`config.mk`:
```
export PLATFORM = sky130hd
export DESIGN_NAME = asb_serial_status
export DESIGN_NICKNAME = d
export VERILOG_FILES = /design/src/asb_pkg.sv /design/src/asb_serial_status.sv
export SDC_FILE = /design/constraint.sdc
export NUM_CORES = 1
export LEC_CHECK = 0
export ABC_AREA = 1
export BUFFER_PORTS_ARGS = -buffer_cell sky130_fd_sc_hd__clkbuf_2
export CAP_MARGIN = 20
export CELL_PAD_IN_SITES_DETAIL_PLACEMENT = 0
export CELL_PAD_IN_SITES_GLOBAL_PLACEMENT = 1
export CORE_UTILIZATION = 40
export CTS_BUF_LIST = sky130_fd_sc_hd__clkbuf_8
export CTS_CLUSTER_SIZE = 12
export DETAILED_ROUTE_END_ITERATION = 10
export GPL_ROUTABILITY_DRIVEN = 0
export PLACE_DENSITY = 0.77
export SYNTH_ARGS = -nofsm -noshare
export SYNTH_HDL_FRONTEND = slang
export SYNTH_SLANG_ARGS = --single-unit
```
`constraint.sdc`:
```
create_clock -name clk_in -period 1.8 [get_ports clk_in]
set_clock_uncertainty 0.1 [all_clocks]
set_input_delay 0.36 -clock clk_in [delete_from_list [all_inputs] [get_ports clk_in]]
set_output_delay 0.36 -clock clk_in [all_outputs]
set_load 0.03 [all_outputs]
```
`src/asb_pkg.sv`:
```
// Purpose: shared constants and types for the serial status and baud block
// Assumes: byte-wide register port, one 100 MHz clock
// Notes:   offsets are byte addresses on the plain register port
package asb_pkg;

  // ----------------------------------------------------------------
  // register offsets
  // ----------------------------------------------------------------
  localparam logic [7:0] ASB_OFS_BAUD = 8'h2B;
  localparam logic [7:0] ASB_OFS_CTRL = 8'h2D;
  localparam logic [7:0] ASB_OFS_STAT = 8'h2E;
  localparam logic [7:0] ASB_OFS_DATA = 8'h2F;

  // ----------------------------------------------------------------
  // field positions and reset values
  // ----------------------------------------------------------------
  localparam int         ASB_BAUD_DIVIDER_CLEAR_TEST_BIT = 7;
  localparam int         ASB_BAUD_SCP_LSB  = 4;
  localparam int         ASB_BAUD_DIVIDER_CLOCK_CHECK_TEST_BIT = 3;
  localparam int         ASB_BAUD_SCR_LSB  = 0;
  localparam logic [1:0] ASB_SCP_RESET     = 2'h0;
  localparam logic [7:0] ASB_CTRL_RESET    = 8'h00;
  localparam logic [7:0] ASB_STAT_RESET    = 8'hC0;

  // ----------------------------------------------------------------
  // divider counts
  // ----------------------------------------------------------------
  localparam logic [3:0] ASB_PRE_DIV1  = 4'h1;
  localparam logic [3:0] ASB_PRE_DIV3  = 4'h3;
  localparam logic [3:0] ASB_PRE_DIV4  = 4'h4;
  localparam logic [3:0] ASB_PRE_DIV13 = 4'hD;
  localparam logic [3:0] ASB_RT_PER_BIT_M1 = 4'hF;
  localparam logic [3:0] ASB_CHAR_BITS     = 4'hA;

  // ----------------------------------------------------------------
  // register layouts
  // ----------------------------------------------------------------
  typedef struct packed {
    logic tx_empty_flag;
    logic tx_complete_flag;
    logic rx_full_flag;
    logic idle_flag;
    logic overrun_flag;
    logic noise_flag;
    logic framing_error_flag;
    logic zero;
  } asb_status_t;

  typedef struct packed {
    logic tx_empty_int_enable;
    logic tx_complete_int_enable;
    logic rx_int_enable;
    logic line_idle_int_enable;
    logic transmitter_enable_bit;
    logic rx_enable;
    logic rx_sleep_control;
    logic send_break;
  } asb_ctrl_t;

endpackage

```
`src/asb_serial_status.sv`:
```
// Purpose: receive/transmit status flags, baud rate chain and request logic
// Assumes: shift and framing engines sit outside and report by pulses
// Notes:   serial line input is synchronised; engine inputs share clk_in
//
// Design decision made here: the address-and-strobe port.
`timescale 1ns/1ps
`default_nettype none

// How it works
// - character moved into the holding buffer sets the receive-full flag
// - receive flags clear by status read seeing them, then data register read
// - idle flag sets again only after line was active then idle
// - idle flag never sets while the sleep control bit is one
// - line counts idle after one full character time of continuous ones
// - character arriving while full sets overrun, dropped, buffer kept
// - noise flag sets when any majority vote is not unanimous
// - framing flag sets when stop bit position samples zero
// - noise and framing flags never drive the interrupt request
// - baud register holds 2-bit prescale and 3-bit rate fields in series
// - prescale codes divide the clock by 1, 3, 4 or 13
// - rate divider divides prescaler output by two to the rate code
// - divider output is 16x sampling tick; bit tick is that over 16
// - reset sets fastest prescale; software may rewrite it anytime
// - reset keeps rate bits; software should not change them mid-transfer
// - enabling the transmitter sets transmit-empty and transmit-complete
// - transmit-empty with its enable requests an interrupt
// - transmit-complete with its enable requests an interrupt
// - disabling mid-character finishes it and drops queued data
// - disabling while idle frees the pin on the next bit tick
// - last character done sets both transmit flags even when disabled
// - receive enable routes receive-full or overrun to the request
// - idle enable routes the idle flag to the request
// - transmit flags clear by status read seeing them, then data write
module asb_serial_status
  import asb_pkg::*;
(
  input  wire logic       clk_in,
  input  wire logic       rst_b_in,
  input  wire logic [7:0] reg_addr_in,
  input  wire logic [7:0] reg_wdata_in,
  input  wire logic       reg_wr_in,
  input  wire logic       reg_rd_in,
  output logic      [7:0] reg_rdata_out,
  input  wire logic       rx_line_in,
  input  wire logic       rx_vote_valid_in,
  input  wire logic [2:0] rx_votes_in,
  input  wire logic       rx_char_done_in,
  input  wire logic [7:0] rx_char_in,
  input  wire logic       rx_stop_bit_in,
  input  wire logic       tx_take_in,
  input  wire logic       tx_busy_in,
  input  wire logic       tx_char_done_in,
  output logic      [7:0] tx_data_out,
  output logic            tx_data_valid_out,
  output logic            tx_pin_owned_out,
  output logic            rx_sample_clock_out,
  output logic            bit_clock_out,
  output logic            irq_out
);

  // ----------------------------------------------------------------
  // register state
  // ----------------------------------------------------------------
  asb_status_t stat_q;
  asb_ctrl_t   ctrl_q;
  logic [1:0]  prescale_select_q;
  logic [2:0]  rate_divide_select_q;
  logic        divider_clear_test_q;
  logic        divider_clock_check_test_q;
  logic [7:0]  rx_holding_buffer_q;
  logic [7:0]  tx_holding_buffer_q;
  logic [7:0]  arm_q;
  logic [7:0]  rdata_q;

  logic baud_wr;
  logic ctrl_wr;
  logic stat_rd;
  logic data_rd;
  logic data_wr;

  assign baud_wr = reg_wr_in && (reg_addr_in == ASB_OFS_BAUD);
  assign ctrl_wr = reg_wr_in && (reg_addr_in == ASB_OFS_CTRL);
  assign stat_rd = reg_rd_in && (reg_addr_in == ASB_OFS_STAT);
  assign data_rd = reg_rd_in && (reg_addr_in == ASB_OFS_DATA);
  assign data_wr = reg_wr_in && (reg_addr_in == ASB_OFS_DATA);

  // ----------------------------------------------------------------
  // baud register
  // ----------------------------------------------------------------
  always_ff @(posedge clk_in or negedge rst_b_in)
    if (!rst_b_in)
    begin
      prescale_select_q          <= ASB_SCP_RESET;
      divider_clear_test_q       <= 1'b0;
      divider_clock_check_test_q <= 1'b0;
    end
    else if (baud_wr)
    begin
      prescale_select_q          <= reg_wdata_in[ASB_BAUD_SCP_LSB +: 2];
      divider_clear_test_q       <= reg_wdata_in[ASB_BAUD_DIVIDER_CLEAR_TEST_BIT];
      divider_clock_check_test_q <= reg_wdata_in[ASB_BAUD_DIVIDER_CLOCK_CHECK_TEST_BIT];
    end

  // rate bits hold their value through reset
  always_ff @(posedge clk_in)
    if (baud_wr)
      rate_divide_select_q <= reg_wdata_in[ASB_BAUD_SCR_LSB +: 3];

  always_ff @(posedge clk_in or negedge rst_b_in)
    if (!rst_b_in)
      ctrl_q <= asb_ctrl_t'(ASB_CTRL_RESET);
    else if (ctrl_wr)
      ctrl_q <= asb_ctrl_t'(reg_wdata_in);

  // ----------------------------------------------------------------
  // baud chain
  // ----------------------------------------------------------------
  logic [3:0] pre_cnt_q;
  logic [3:0] pre_div;
  logic       pre_en;
  logic [6:0] rate_cnt_q;
  logic [6:0] rate_mask;
  logic       rt_en;
  logic [3:0] rt_cnt_q;
  logic       bit_en;

  always_comb
    case (prescale_select_q)
      2'h0:    pre_div = ASB_PRE_DIV1;
      2'h1:    pre_div = ASB_PRE_DIV3;
      2'h2:    pre_div = ASB_PRE_DIV4;
      default: pre_div = ASB_PRE_DIV13;
    endcase

  assign pre_en    = !divider_clear_test_q && (pre_cnt_q >= pre_div - 4'h1);
  assign rate_mask = 7'((8'h01 << rate_divide_select_q) - 8'h01);
  assign rt_en     = pre_en && ((rate_cnt_q & rate_mask) == rate_mask);
  assign bit_en    = rt_en && (rt_cnt_q == ASB_RT_PER_BIT_M1);

  always_ff @(posedge clk_in or negedge rst_b_in)
    if (!rst_b_in)
      pre_cnt_q <= 4'h0;
    else if (divider_clear_test_q || pre_en)
      pre_cnt_q <= 4'h0;
    else
      pre_cnt_q <= pre_cnt_q + 4'h1;

  always_ff @(posedge clk_in or negedge rst_b_in)
    if (!rst_b_in)
      rate_cnt_q <= 7'h00;
    else if (divider_clear_test_q)
      rate_cnt_q <= 7'h00;
    else if (pre_en)
      rate_cnt_q <= rate_cnt_q + 7'h01;

  always_ff @(posedge clk_in or negedge rst_b_in)
    if (!rst_b_in)
      rt_cnt_q <= 4'h0;
    else if (divider_clear_test_q)
      rt_cnt_q <= 4'h0;
    else if (rt_en)
      rt_cnt_q <= rt_cnt_q + 4'h1;

  always_ff @(posedge clk_in or negedge rst_b_in)
    if (!rst_b_in)
    begin
      rx_sample_clock_out <= 1'b0;
      bit_clock_out       <= 1'b0;
    end
    else
    begin
      rx_sample_clock_out <= rt_en;
      bit_clock_out       <= bit_en;
    end

  // ----------------------------------------------------------------
  // receive line idle detection
  // ----------------------------------------------------------------
  logic       line_s1_q;
  logic       line_s2_q;
  logic [3:0] idle_cnt_q;
  logic       line_active_q;
  logic       idle_set;

  always_ff @(posedge clk_in or negedge rst_b_in)
    if (!rst_b_in)
    begin
      line_s1_q <= 1'b1;
      line_s2_q <= 1'b1;
    end
    else
    begin
      line_s1_q <= rx_line_in;
      line_s2_q <= line_s1_q;
    end

  assign idle_set = line_active_q && bit_en && line_s2_q && (idle_cnt_q == ASB_CHAR_BITS - 4'h1);

  always_ff @(posedge clk_in or negedge rst_b_in)
    if (!rst_b_in)
      idle_cnt_q <= 4'h0;
    else if (!line_s2_q)
      idle_cnt_q <= 4'h0;
    else if (bit_en && idle_cnt_q != ASB_CHAR_BITS - 4'h1)
      idle_cnt_q <= idle_cnt_q + 4'h1;

  always_ff @(posedge clk_in or negedge rst_b_in)
    if (!rst_b_in)
      line_active_q <= 1'b0;
    else if (!line_s2_q)
      line_active_q <= 1'b1;
    else if (idle_set)
      line_active_q <= 1'b0;

  // ----------------------------------------------------------------
  // receive character capture
  // ----------------------------------------------------------------
  logic noise_acc_q;
  logic vote_split;

  assign vote_split = rx_vote_valid_in && (rx_votes_in != 3'h0) && (rx_votes_in != 3'h7);

  always_ff @(posedge clk_in or negedge rst_b_in)
    if (!rst_b_in)
      noise_acc_q <= 1'b0;
    else if (rx_char_done_in)
      noise_acc_q <= 1'b0;
    else if (vote_split)
      noise_acc_q <= 1'b1;

  always_ff @(posedge clk_in or negedge rst_b_in)
    if (!rst_b_in)
      rx_holding_buffer_q <= 8'h00;
    else if (rx_char_done_in && !stat_q.rx_full_flag)
      rx_holding_buffer_q <= rx_char_in;

  // ----------------------------------------------------------------
  // transmit queue
  // ----------------------------------------------------------------
  logic te_prev_q;
  logic te_rise;

  assign te_rise = ctrl_q.transmitter_enable_bit && !te_prev_q;

  always_ff @(posedge clk_in or negedge rst_b_in)
    if (!rst_b_in)
      te_prev_q <= 1'b0;
    else
      te_prev_q <= ctrl_q.transmitter_enable_bit;

  always_ff @(posedge clk_in or negedge rst_b_in)
    if (!rst_b_in)
      tx_holding_buffer_q <= 8'h00;
    else if (data_wr)
      tx_holding_buffer_q <= reg_wdata_in;

  always_ff @(posedge clk_in or negedge rst_b_in)
    if (!rst_b_in)
      tx_data_valid_out <= 1'b0;
    else if (!ctrl_q.transmitter_enable_bit || tx_take_in)
      tx_data_valid_out <= 1'b0;
    else if (data_wr)
      tx_data_valid_out <= 1'b1;

  assign tx_data_out = tx_holding_buffer_q;

  always_ff @(posedge clk_in or negedge rst_b_in)
    if (!rst_b_in)
      tx_pin_owned_out <= 1'b0;
    else if (ctrl_q.transmitter_enable_bit)
      tx_pin_owned_out <= 1'b1;
    else if (bit_en && !tx_busy_in)
      tx_pin_owned_out <= 1'b0;

  // ----------------------------------------------------------------
  // status flags, clear interlock
  // ----------------------------------------------------------------
  asb_status_t set_v;
  asb_status_t clr_v;

  always_comb
  begin
    set_v                    = '0;
    set_v.rx_full_flag       = rx_char_done_in && !stat_q.rx_full_flag;
    set_v.overrun_flag       = rx_char_done_in && stat_q.rx_full_flag;
    set_v.noise_flag         = set_v.rx_full_flag && (noise_acc_q || vote_split);
    set_v.framing_error_flag = set_v.rx_full_flag && !rx_stop_bit_in;
    set_v.idle_flag          = idle_set && !ctrl_q.rx_sleep_control;
    set_v.tx_empty_flag      = te_rise || tx_take_in || tx_char_done_in;
    set_v.tx_complete_flag   = te_rise || (tx_char_done_in && !tx_data_valid_out);
    clr_v                    = '0;
    clr_v[5:1]               = data_rd ? arm_q[5:1] : 5'h00;
    clr_v[7:6]               = data_wr ? arm_q[7:6] : 2'h0;
  end

  always_ff @(posedge clk_in or negedge rst_b_in)
    if (!rst_b_in)
      arm_q <= 8'h00;
    else if (stat_rd)
      arm_q <= stat_q;
    else
      arm_q <= arm_q & ~clr_v;

  always_ff @(posedge clk_in or negedge rst_b_in)
    if (!rst_b_in)
      stat_q <= asb_status_t'(ASB_STAT_RESET);
    else
      stat_q <= (stat_q & ~clr_v) | set_v;

  // ----------------------------------------------------------------
  // read data and request
  // ----------------------------------------------------------------
  always_ff @(posedge clk_in or negedge rst_b_in)
    if (!rst_b_in)
      rdata_q <= 8'h00;
    else if (reg_rd_in)
      case (reg_addr_in)
        ASB_OFS_BAUD: rdata_q <= {divider_clear_test_q, 1'b0, prescale_select_q,
                                  divider_clock_check_test_q, rate_divide_select_q};
        ASB_OFS_CTRL: rdata_q <= ctrl_q;
        ASB_OFS_STAT: rdata_q <= stat_q;
        ASB_OFS_DATA: rdata_q <= rx_holding_buffer_q;
        default:      rdata_q <= 8'h00;
      endcase
    else
      rdata_q <= 8'h00;

  assign reg_rdata_out = rdata_q;

  assign irq_out = (ctrl_q.tx_empty_int_enable && stat_q.tx_empty_flag)
                 || (ctrl_q.tx_complete_int_enable && stat_q.tx_complete_flag)
                 || (ctrl_q.rx_int_enable && (stat_q.rx_full_flag || stat_q.overrun_flag))
                 || (ctrl_q.line_idle_int_enable && stat_q.idle_flag);
endmodule

`default_nettype wire

```
==> summary.md, run 1 <==
• **Site Rows** 35
• **Seq cells post-synth** 81
• **post-route cell area** 4740 sq um
• **post-detailed-route count of antenna-violating nets** 0
• **Setup Crit Path Kind** flip-flop to flip-flop
• **share of final-layout standard cells stronger than drive strength 1** 32.1%
• **Pwr per Cell Area** 915 nW/um^2
• **Layout Nets** 546
• **first-pass GRT wire length** 14,300 um
• **number of antenna violations at the first check in global routing** 0
• **post-synthesis mux area share** 3.24%
• **minimum setup slack after placement** -0.234 ns
• **total number of yosys warnings** 0
• **synthesized instance count** 411
• **number of input and output port buffers inserted** 58
• **synthesized-area fraction occupied by ao, oa, aoi and oai cells** 8.69%
• **Sw Pwr** 1.38 mW
• **classification of the worst-slack hold path** input port to flip-flop
• **TritonCTS clock tree** yes
• **area growth from synthesis to layout** 24.1%
• **clock buffer count from CTS** 9
• **Max Clk Rate** 0.518 GHz
• **initial cell density of the core** 41.3%
• **number of detailed-route iterations in the first pass** 5
• **clock network latency to the later pin of the worst-skew pair** 0.35 ns
• **cell-internal power** 2.96 mW
• **number of global-route vias before repair** 2,991
• **Overall Power** 4.33 mW
• **post-DP HPWL** 6340 um
• **placed inst area** 4370 sq um
• **net count of the mapped netlist** 460
• **drt drc** 0
• **power share of the combinational group** 20.7%
• **number of max-slew violations in the final report** 0
• **share of the clock period used by the worst path** 107%
• **cell family with the largest share of critical-path delay** simple AND/OR/NAND/NOR gates
• **worst path required time** 1.94 ns
• **clock slew at the register clock pins of the worst setup and hold paths** 0.08 ns
• **cell with the largest stage delay on the worst path** sky130_fd_sc_hd__dfrtp_1
• **switching part of the total power** 31.8%
• **Worst Setup End Kind** flip-flop
• **measured slew at the worst slew-check pin** 0.466 ns
• **1st-iter DRT viols** 118
• **data arrival time of the critical path** 2.07 ns
• **adder-cell area share of the yosys netlist** 3.61%
• **buffers and inverters on the worst path** 4
• **area of the mapped netlist** 3820 sq um
• **count of placed standard cells in the final layout, fillers left out** 631
• **power share of the clock group** 26.9%
• **sum of routed wire length over all layers** 8410 um
• **synth unique cells** 44
• **Horiz. Die Dim** 99.7 um
• **worst path cell trace** ha_2 > inv_4 > ha_4 > nand2_2 > inv_2 > nand3_2 > nand3_4 > nand2_4 > inv_4 > nand2_4 > nand2_2 > nand2_1 > o21ai_0 > inv_1
• **final setup violation count** 22
• **basic-gate share of the synthesized area counting and, or, nand and nor cells** 22.6%
• **final hold vios** 0
• **per-cell routed wire length** 13.3 um
• **number of placed I/O pins** 59
• **Core Area** 9240 sq um
• **Sequential Power Share** 52.4%
• **area of the die** 9940 sq um
• **max capacitance violation total** 0
• **largest net degree at the start of global routing** 50
• **final-layout fill cell count** 886
• **worst vdd ir** 0.379 mV
• **main combinational cell family by area after synthesis** simple AND/OR/NAND/NOR gates
• **status** finished, violations left
• **highest fanout seen on the critical path** 4
• **GRT Util Overall** 18.6%
• **Synth Area in XOR/XNOR** 1.61%
• **portion of the post-synthesis area used by sequential elements** 53.6%
• **Worst slew margin** 68.9%
• **Leakage Power** 2.33 nW
• **diodes inserted** 0
• **Final Worst Setup Slack** -0.130 ns
• **final critical delay including setup and external delays** 1.93 ns
• **mean cell area of the mapped netlist** 9.29 sq um
• **vias post-DR** 3,125
• **Max clock buf depth** 2
• **CTS HTree Levels** 3
• **placed cells** 609
• **y dimension of the die** 99.7 um
• **remaining global-route overflow** 0
• **unrepaired setup endpoints after global routing** true
• **failing checks** setup timing
• **clk sink count** 81
• **post-detailed-route via-to-cell ratio** 4.95
• **Startpoint Class** flip-flop
• **max incr delay on CP** 0.42 ns
• **total negative slack** -1.70 ns
• **clock root cell** sky130_fd_sc_hd__clkbuf_8
cell usage after synthesis, drive strengths merged:
cell type   n  share of area [%]
o211ai      1               0.20
a41oi       1               0.23
nor4        1               0.16
dfrtp      74                 49
nand2      95                9.9
and3        1               0.16
a31o        1               0.23
clkinv      3               0.33
or3         1               0.16
xor2        5                1.1
ha         11                3.6
a21oi      14                1.9
xnor2       2               0.46
buf         4               0.85
edfxtp      3                2.4
nor2       24                3.0
inv        53                5.4
a31oi       1               0.16
mux2       10                3.2
nand3      45                6.6
nand3b      1               0.20
dfstp       4                2.8
or2         1               0.16
nand4       6                1.1
o2111ai     1               0.23
o21ai      38                5.4
nor3        8                1.2
o22ai       2               0.33
registers in the layout, summed over array words and instances, names as in the netlist:
register,cells
pre_cnt_q,4
rx_holding_buffer_q,8
rt_cnt_q,4
stat_q,7
noise_acc_q,1
idle_cnt_q,4
line_s1_q,1
reg_rdata_out,8
ctrl_q,8
te_prev_q,1
rx_sample_clock_out,1
line_active_q,1
divider_clock_check_test_q,1
bit_clock_out,1
tx_data_valid_out,1
rate_cnt_q,7
rate_divide_select_q,3
line_s2_q,1
arm_q,7
prescale_select_q,2
divider_clear_test_q,1
tx_pin_owned_out,1
tx_data_out,8
routing by layer:
layer | wire [um] | vias to the layer above | global-route usage, %
li1 | - | 1527 | -
met1 | 4060 | 1525 | 26.6
met4 | 62 | 0 | 5.32
met2 | 3950 | 67 | 28.8
met3 | 341 | 6 | 3.65
met5 | 0 | - | 0
layout by cell type, fill, tap and decap left out, types with 4 or more instances in the layout:
cell / count
sky130_fd_sc_hd__inv_4: 4
sky130_fd_sc_hd__inv_1: 46
sky130_fd_sc_hd__xor2_1: 5
sky130_fd_sc_hd__dfstp_2: 4
sky130_fd_sc_hd__clkbuf_2: 56
sky130_fd_sc_hd__clkbuf_8: 9
sky130_fd_sc_hd__nand2_2: 11
sky130_fd_sc_hd__nor2_1: 19
sky130_fd_sc_hd__dfrtp_1: 73
sky130_fd_sc_hd__ha_4: 4
sky130_fd_sc_hd__mux2_2: 7
sky130_fd_sc_hd__nor3_1: 7
sky130_fd_sc_hd__a21oi_1: 11
sky130_fd_sc_hd__o21ai_0: 16
sky130_fd_sc_hd__ha_1: 6
sky130_fd_sc_hd__nor2_2: 4
sky130_fd_sc_hd__buf_4: 20
sky130_fd_sc_hd__o21ai_1: 17
sky130_fd_sc_hd__nand3_1: 38
sky130_fd_sc_hd__nand4_1: 5
sky130_fd_sc_hd__nand2_1: 80
sky130_fd_sc_hd__nand2_4: 4
sky130_fd_sc_hd__o21ai_2: 5
sky130_fd_sc_hd__nand3_2: 5
timing repair:
action	in CTS	in global routing
setup endpoints to repair	25	25
resized for setup	20	17
pin swaps	8	6
hold endpoints to repair	75	0
setup buffers	3	1
hold buffers	2	0
cell type report:
class / instances / area (sq um) / share of cell area, %
repair buffers: 79 / 470 / 9.93
clock inverters: 7 / 46.3 / 0.977
clock buffers: 9 / 124 / 2.61
inverters: 56 / 226 / 4.78
well taps: 129 / 161 / 3.41
multi-input cells: 270 / 1660 / 35.1
flip-flops and latches: 81 / 2050 / 43.2
power by group through the flow:
stage               logic (mW)  clock network, mW  registers [mW]
floorplan                0.549                  0            2.27
global placement         0.802                  0            2.30
detailed placement       0.830                  0            2.29
CTS                      0.870               1.20            2.26
global route              1.02               1.29            2.30
finish                   0.895               1.17            2.27
metrics by stage:
| stage | utilization, % | hold WS (ns) |
|---|---|---|
| global placement | 47.3 | 0.251 |
| finish | 51.3 | 0.0783 |
| detailed placement | 47.3 | 0.248 |
| global route | 51.3 | 0.0745 |
| CTS | 50.7 | 0.0626 |
| floorplan | - | -0.0356 |
final timing paths:
kind | from | endpoint | slack (ns) | cells after the start
min reg2reg | line_s1_q | line_s2_q | 0.26 | 0
max reg2reg | prescale_select_q[1] | rt_cnt_q[0] | -0.13 | 14
min | tx_take_in | tx_data_valid_out | 0.08 | 2
max in group asynchronous | rst_b_in | stat_q[5] | 0.82 | 3
min in group asynchronous | rst_b_in | rate_cnt_q[0] | 0.43 | 3
max | prescale_select_q[1] | rt_cnt_q[0] | -0.13 | 14
logic make-up after synthesis:
| group | count (synthesis) |
|---|---|
| buffers and inverters | 60 |
| DFF | 81 |
| xor gates and xnor gates | 7 |
| adders and majority gates | 11 |
| muxes | 10 |
| and+or+nand+nor | 183 |
| AOI/OAI and AO/OA | 59 |
Power figures use the tool's default switching activity.
==> run 2, diff against run 1 <==
- SETUP_SLACK_MARGIN: not set -> 0.15
==> run 2 against run 1 <==
  * The flow still finishes with violations (setup timing)
  * Final cell count is 0.32% higher
  * Worst hold slack worse by 0.017 ns
  * Worst setup slack worse by 0.021 ns
  * Non-clock buffer count is 2 higher
  * Clock-buffer cell count stayed put
  * Sequential power hardly changed
  * Via count stayed put
  * Clock power is 14% higher
  * Die area stayed put
  * Sequential share of layout area is 0.53 points lower
  * Largest cell class unchanged
  * Global-route usage is 0.12 points higher
  * Flip-flop and latch count stayed put
==> summary.md, run 2 (synthesis results as in run 1) <==
• **measured slew at the worst slew-check pin** 0.447 ns
• **classification of the worst-slack hold path** input port to flip-flop
• **Worst slew margin** 70.2%
• **number of global-route vias before repair** 2,986
• **diodes inserted** 0
• **leading cell type in the layout, fill and taps excluded** sky130_fd_sc_hd__nand2_1
• **max capacitance violation total** 0
• **Overall Power** 4.52 mW
• **largest net degree at the start of global routing** 79
• **final critical delay including setup and external delays** 1.95 ns
• **Layout Nets** 548
• **Pwr per Cell Area** 943 nW/um^2
• **number of placed I/O pins** 59
• **post-layout util** 51.9%
• **share of final-layout standard cells stronger than drive strength 1** 32.1%
• **final-layout fill cell count** 887
• **Worst Setup End Kind** flip-flop
• **area growth from synthesis to layout** 25.6%
• **highest fanout seen on the critical path** 4
• **y dimension of the die** 99.7 um
• **number of antenna violations at the first check in global routing** 0
• **clock slew at the register clock pins of the worst setup and hold paths** 0.09 ns
• **Startpoint Class** flip-flop
• **clock buffer count from CTS** 9
• **status** finished, violations left
• **Final Worst Setup Slack** -0.152 ns
• **final setup violation count** 18
• **area of the die** 9940 sq um
• **CP startpoint** prescale_select_q[0]
• **failing checks** setup timing
• **Leakage Power** 2.36 nW
• **TritonCTS clock tree** yes
• **sum of routed wire length over all layers** 8620 um
• **number of detailed-route iterations in the first pass** 4
• **cell with the largest stage delay on the worst path** sky130_fd_sc_hd__dfrtp_1
• **Core Area** 9240 sq um
• **final hold vios** 0
• **initial cell density of the core** 41.3%
• **vias post-DR** 3,125
• **worst hold start** tx_take_in
• **CTS HTree Levels** 3
• **remaining global-route overflow** 0
• **most used cells in the layout excluding fill and tap cells** sky130_fd_sc_hd__nand2_1, sky130_fd_sc_hd__dfrtp_1, sky130_fd_sc_hd__clkbuf_2
• **worst vdd ir** 0.354 mV
• **Horiz. Die Dim** 99.7 um
• **1st-iter DRT viols** 160
• **worst hold margin** 0.0611 ns
• **per-cell routed wire length** 13.6 um
• **Max clock buf depth** 2
• **share of the clock period used by the worst path** 108%
• **clk sink count** 81
• **post-detailed-route count of antenna-violating nets** 0
• **worst path cell trace** inv_2 > ha_4 > ha_4 > buf_4 > nand3_2 > nand3_2 > nand2_2 > inv_4 > nand2_8 > nand2_4 > nand2_2 > o21ai_2 > inv_1
• **drt drc** 0
• **post-detailed-route via-to-cell ratio** 4.94
• **clock network latency to the later pin of the worst-skew pair** 0.35 ns
• **clock root cell** sky130_fd_sc_hd__clkbuf_8
• **Site Rows** 35
• **first-pass GRT wire length** 14,500 um
• **number of input and output port buffers inserted** 58
• **post-DP HPWL** 6220 um
• **unrepaired setup endpoints after global routing** true
• **Setup Crit Path Kind** flip-flop to flip-flop
• **number of max-slew violations in the final report** 0
• **data arrival time of the critical path** 2.10 ns
• **Max Clk Rate** 0.512 GHz
• **launch instance of the worst register-to-register path** prescale_select_q[0]
• **max incr delay on CP** 0.41 ns
• **GRT Util Overall** 18.7%
• **worst path required time** 1.95 ns
## run 2: worst paths after layout
check | end | slack [ns] | cells past startpoint
worst max-delay path | rt_cnt_q[0] | -0.15 | 13
worst min-delay path | tx_data_valid_out | 0.06 | 2
worst max register to register | rt_cnt_q[0] | -0.15 | 13
worst min register to register | line_s2_q | 0.26 | 0
max in group asynchronous | stat_q[6] | 0.77 | 3
min in group asynchronous | rx_sample_clock_out | 0.45 | 3
## run 2: layout make-up
| type | count | area [sq um] | area share (%) |
|---|---|---|---|
| clock buffer | 9 | 124 | 2.58 |
| inverter | 56 | 226 | 4.72 |
| clock inverter | 7 | 71.3 | 1.49 |
| tap | 129 | 161 | 3.37 |
| multi-input combinational | 270 | 1670 | 34.9 |
| timing repair buffer | 81 | 492 | 10.3 |
| sequential | 81 | 2050 | 42.7 |
## run 2: worst max-delay path: cells and delay by family (launching register included)
family          cells  cell delay [ns]
buf+inv             4             0.34
fa+ha+maj           2             0.48
compound gates      1             0.06
flops               1             0.41
simple gates        6             0.47
## run 2: what timing repair did
item	CTS	global route
resized for setup	11	28
endpoints found under the hold margin	75	0
hold buffers	2	0
pin swaps	5	12
setup endpoints to repair	25	25
buffers inserted	4	4
## run 2: power breakdown
group | internal, mW | switching, mW | leakage (nW)
logic | 0.392 | 0.536 | 1.25
clock network | 0.641 | 0.691 | 0.0970
registers | 2.08 | 0.182 | 1.02
## run 2: routing by layer
metal  wire (um)  global-route usage, %  part of all wire (%)  vias up
li1            -                      -                     -     1538
met1        4140                   27.1                    48     1503
met2        3910                   27.9                    45       70
met3         388                   3.02                   4.5       14
met4         176                   8.03                   2.0        0
met5           0                      0                     0        -
## run 2: metrics by stage
| stage | TNS (ns) | cells | worst slack, ns | area (sq um) |
|---|---|---|---|---|
| after detailed placement | -2.23 | 607 | -0.180 | 4360 |
| after global placement | -1.18 | 607 | -0.115 | 4360 |
| after floorplan | -0.642 | 411 | -0.0867 | 3830 |
| final | -1.57 | 633 | -0.152 | 4790 |
| after global routing | -3.55 | 633 | -0.234 | 4790 |
| after CTS | -2.46 | 629 | -0.160 | 4640 |
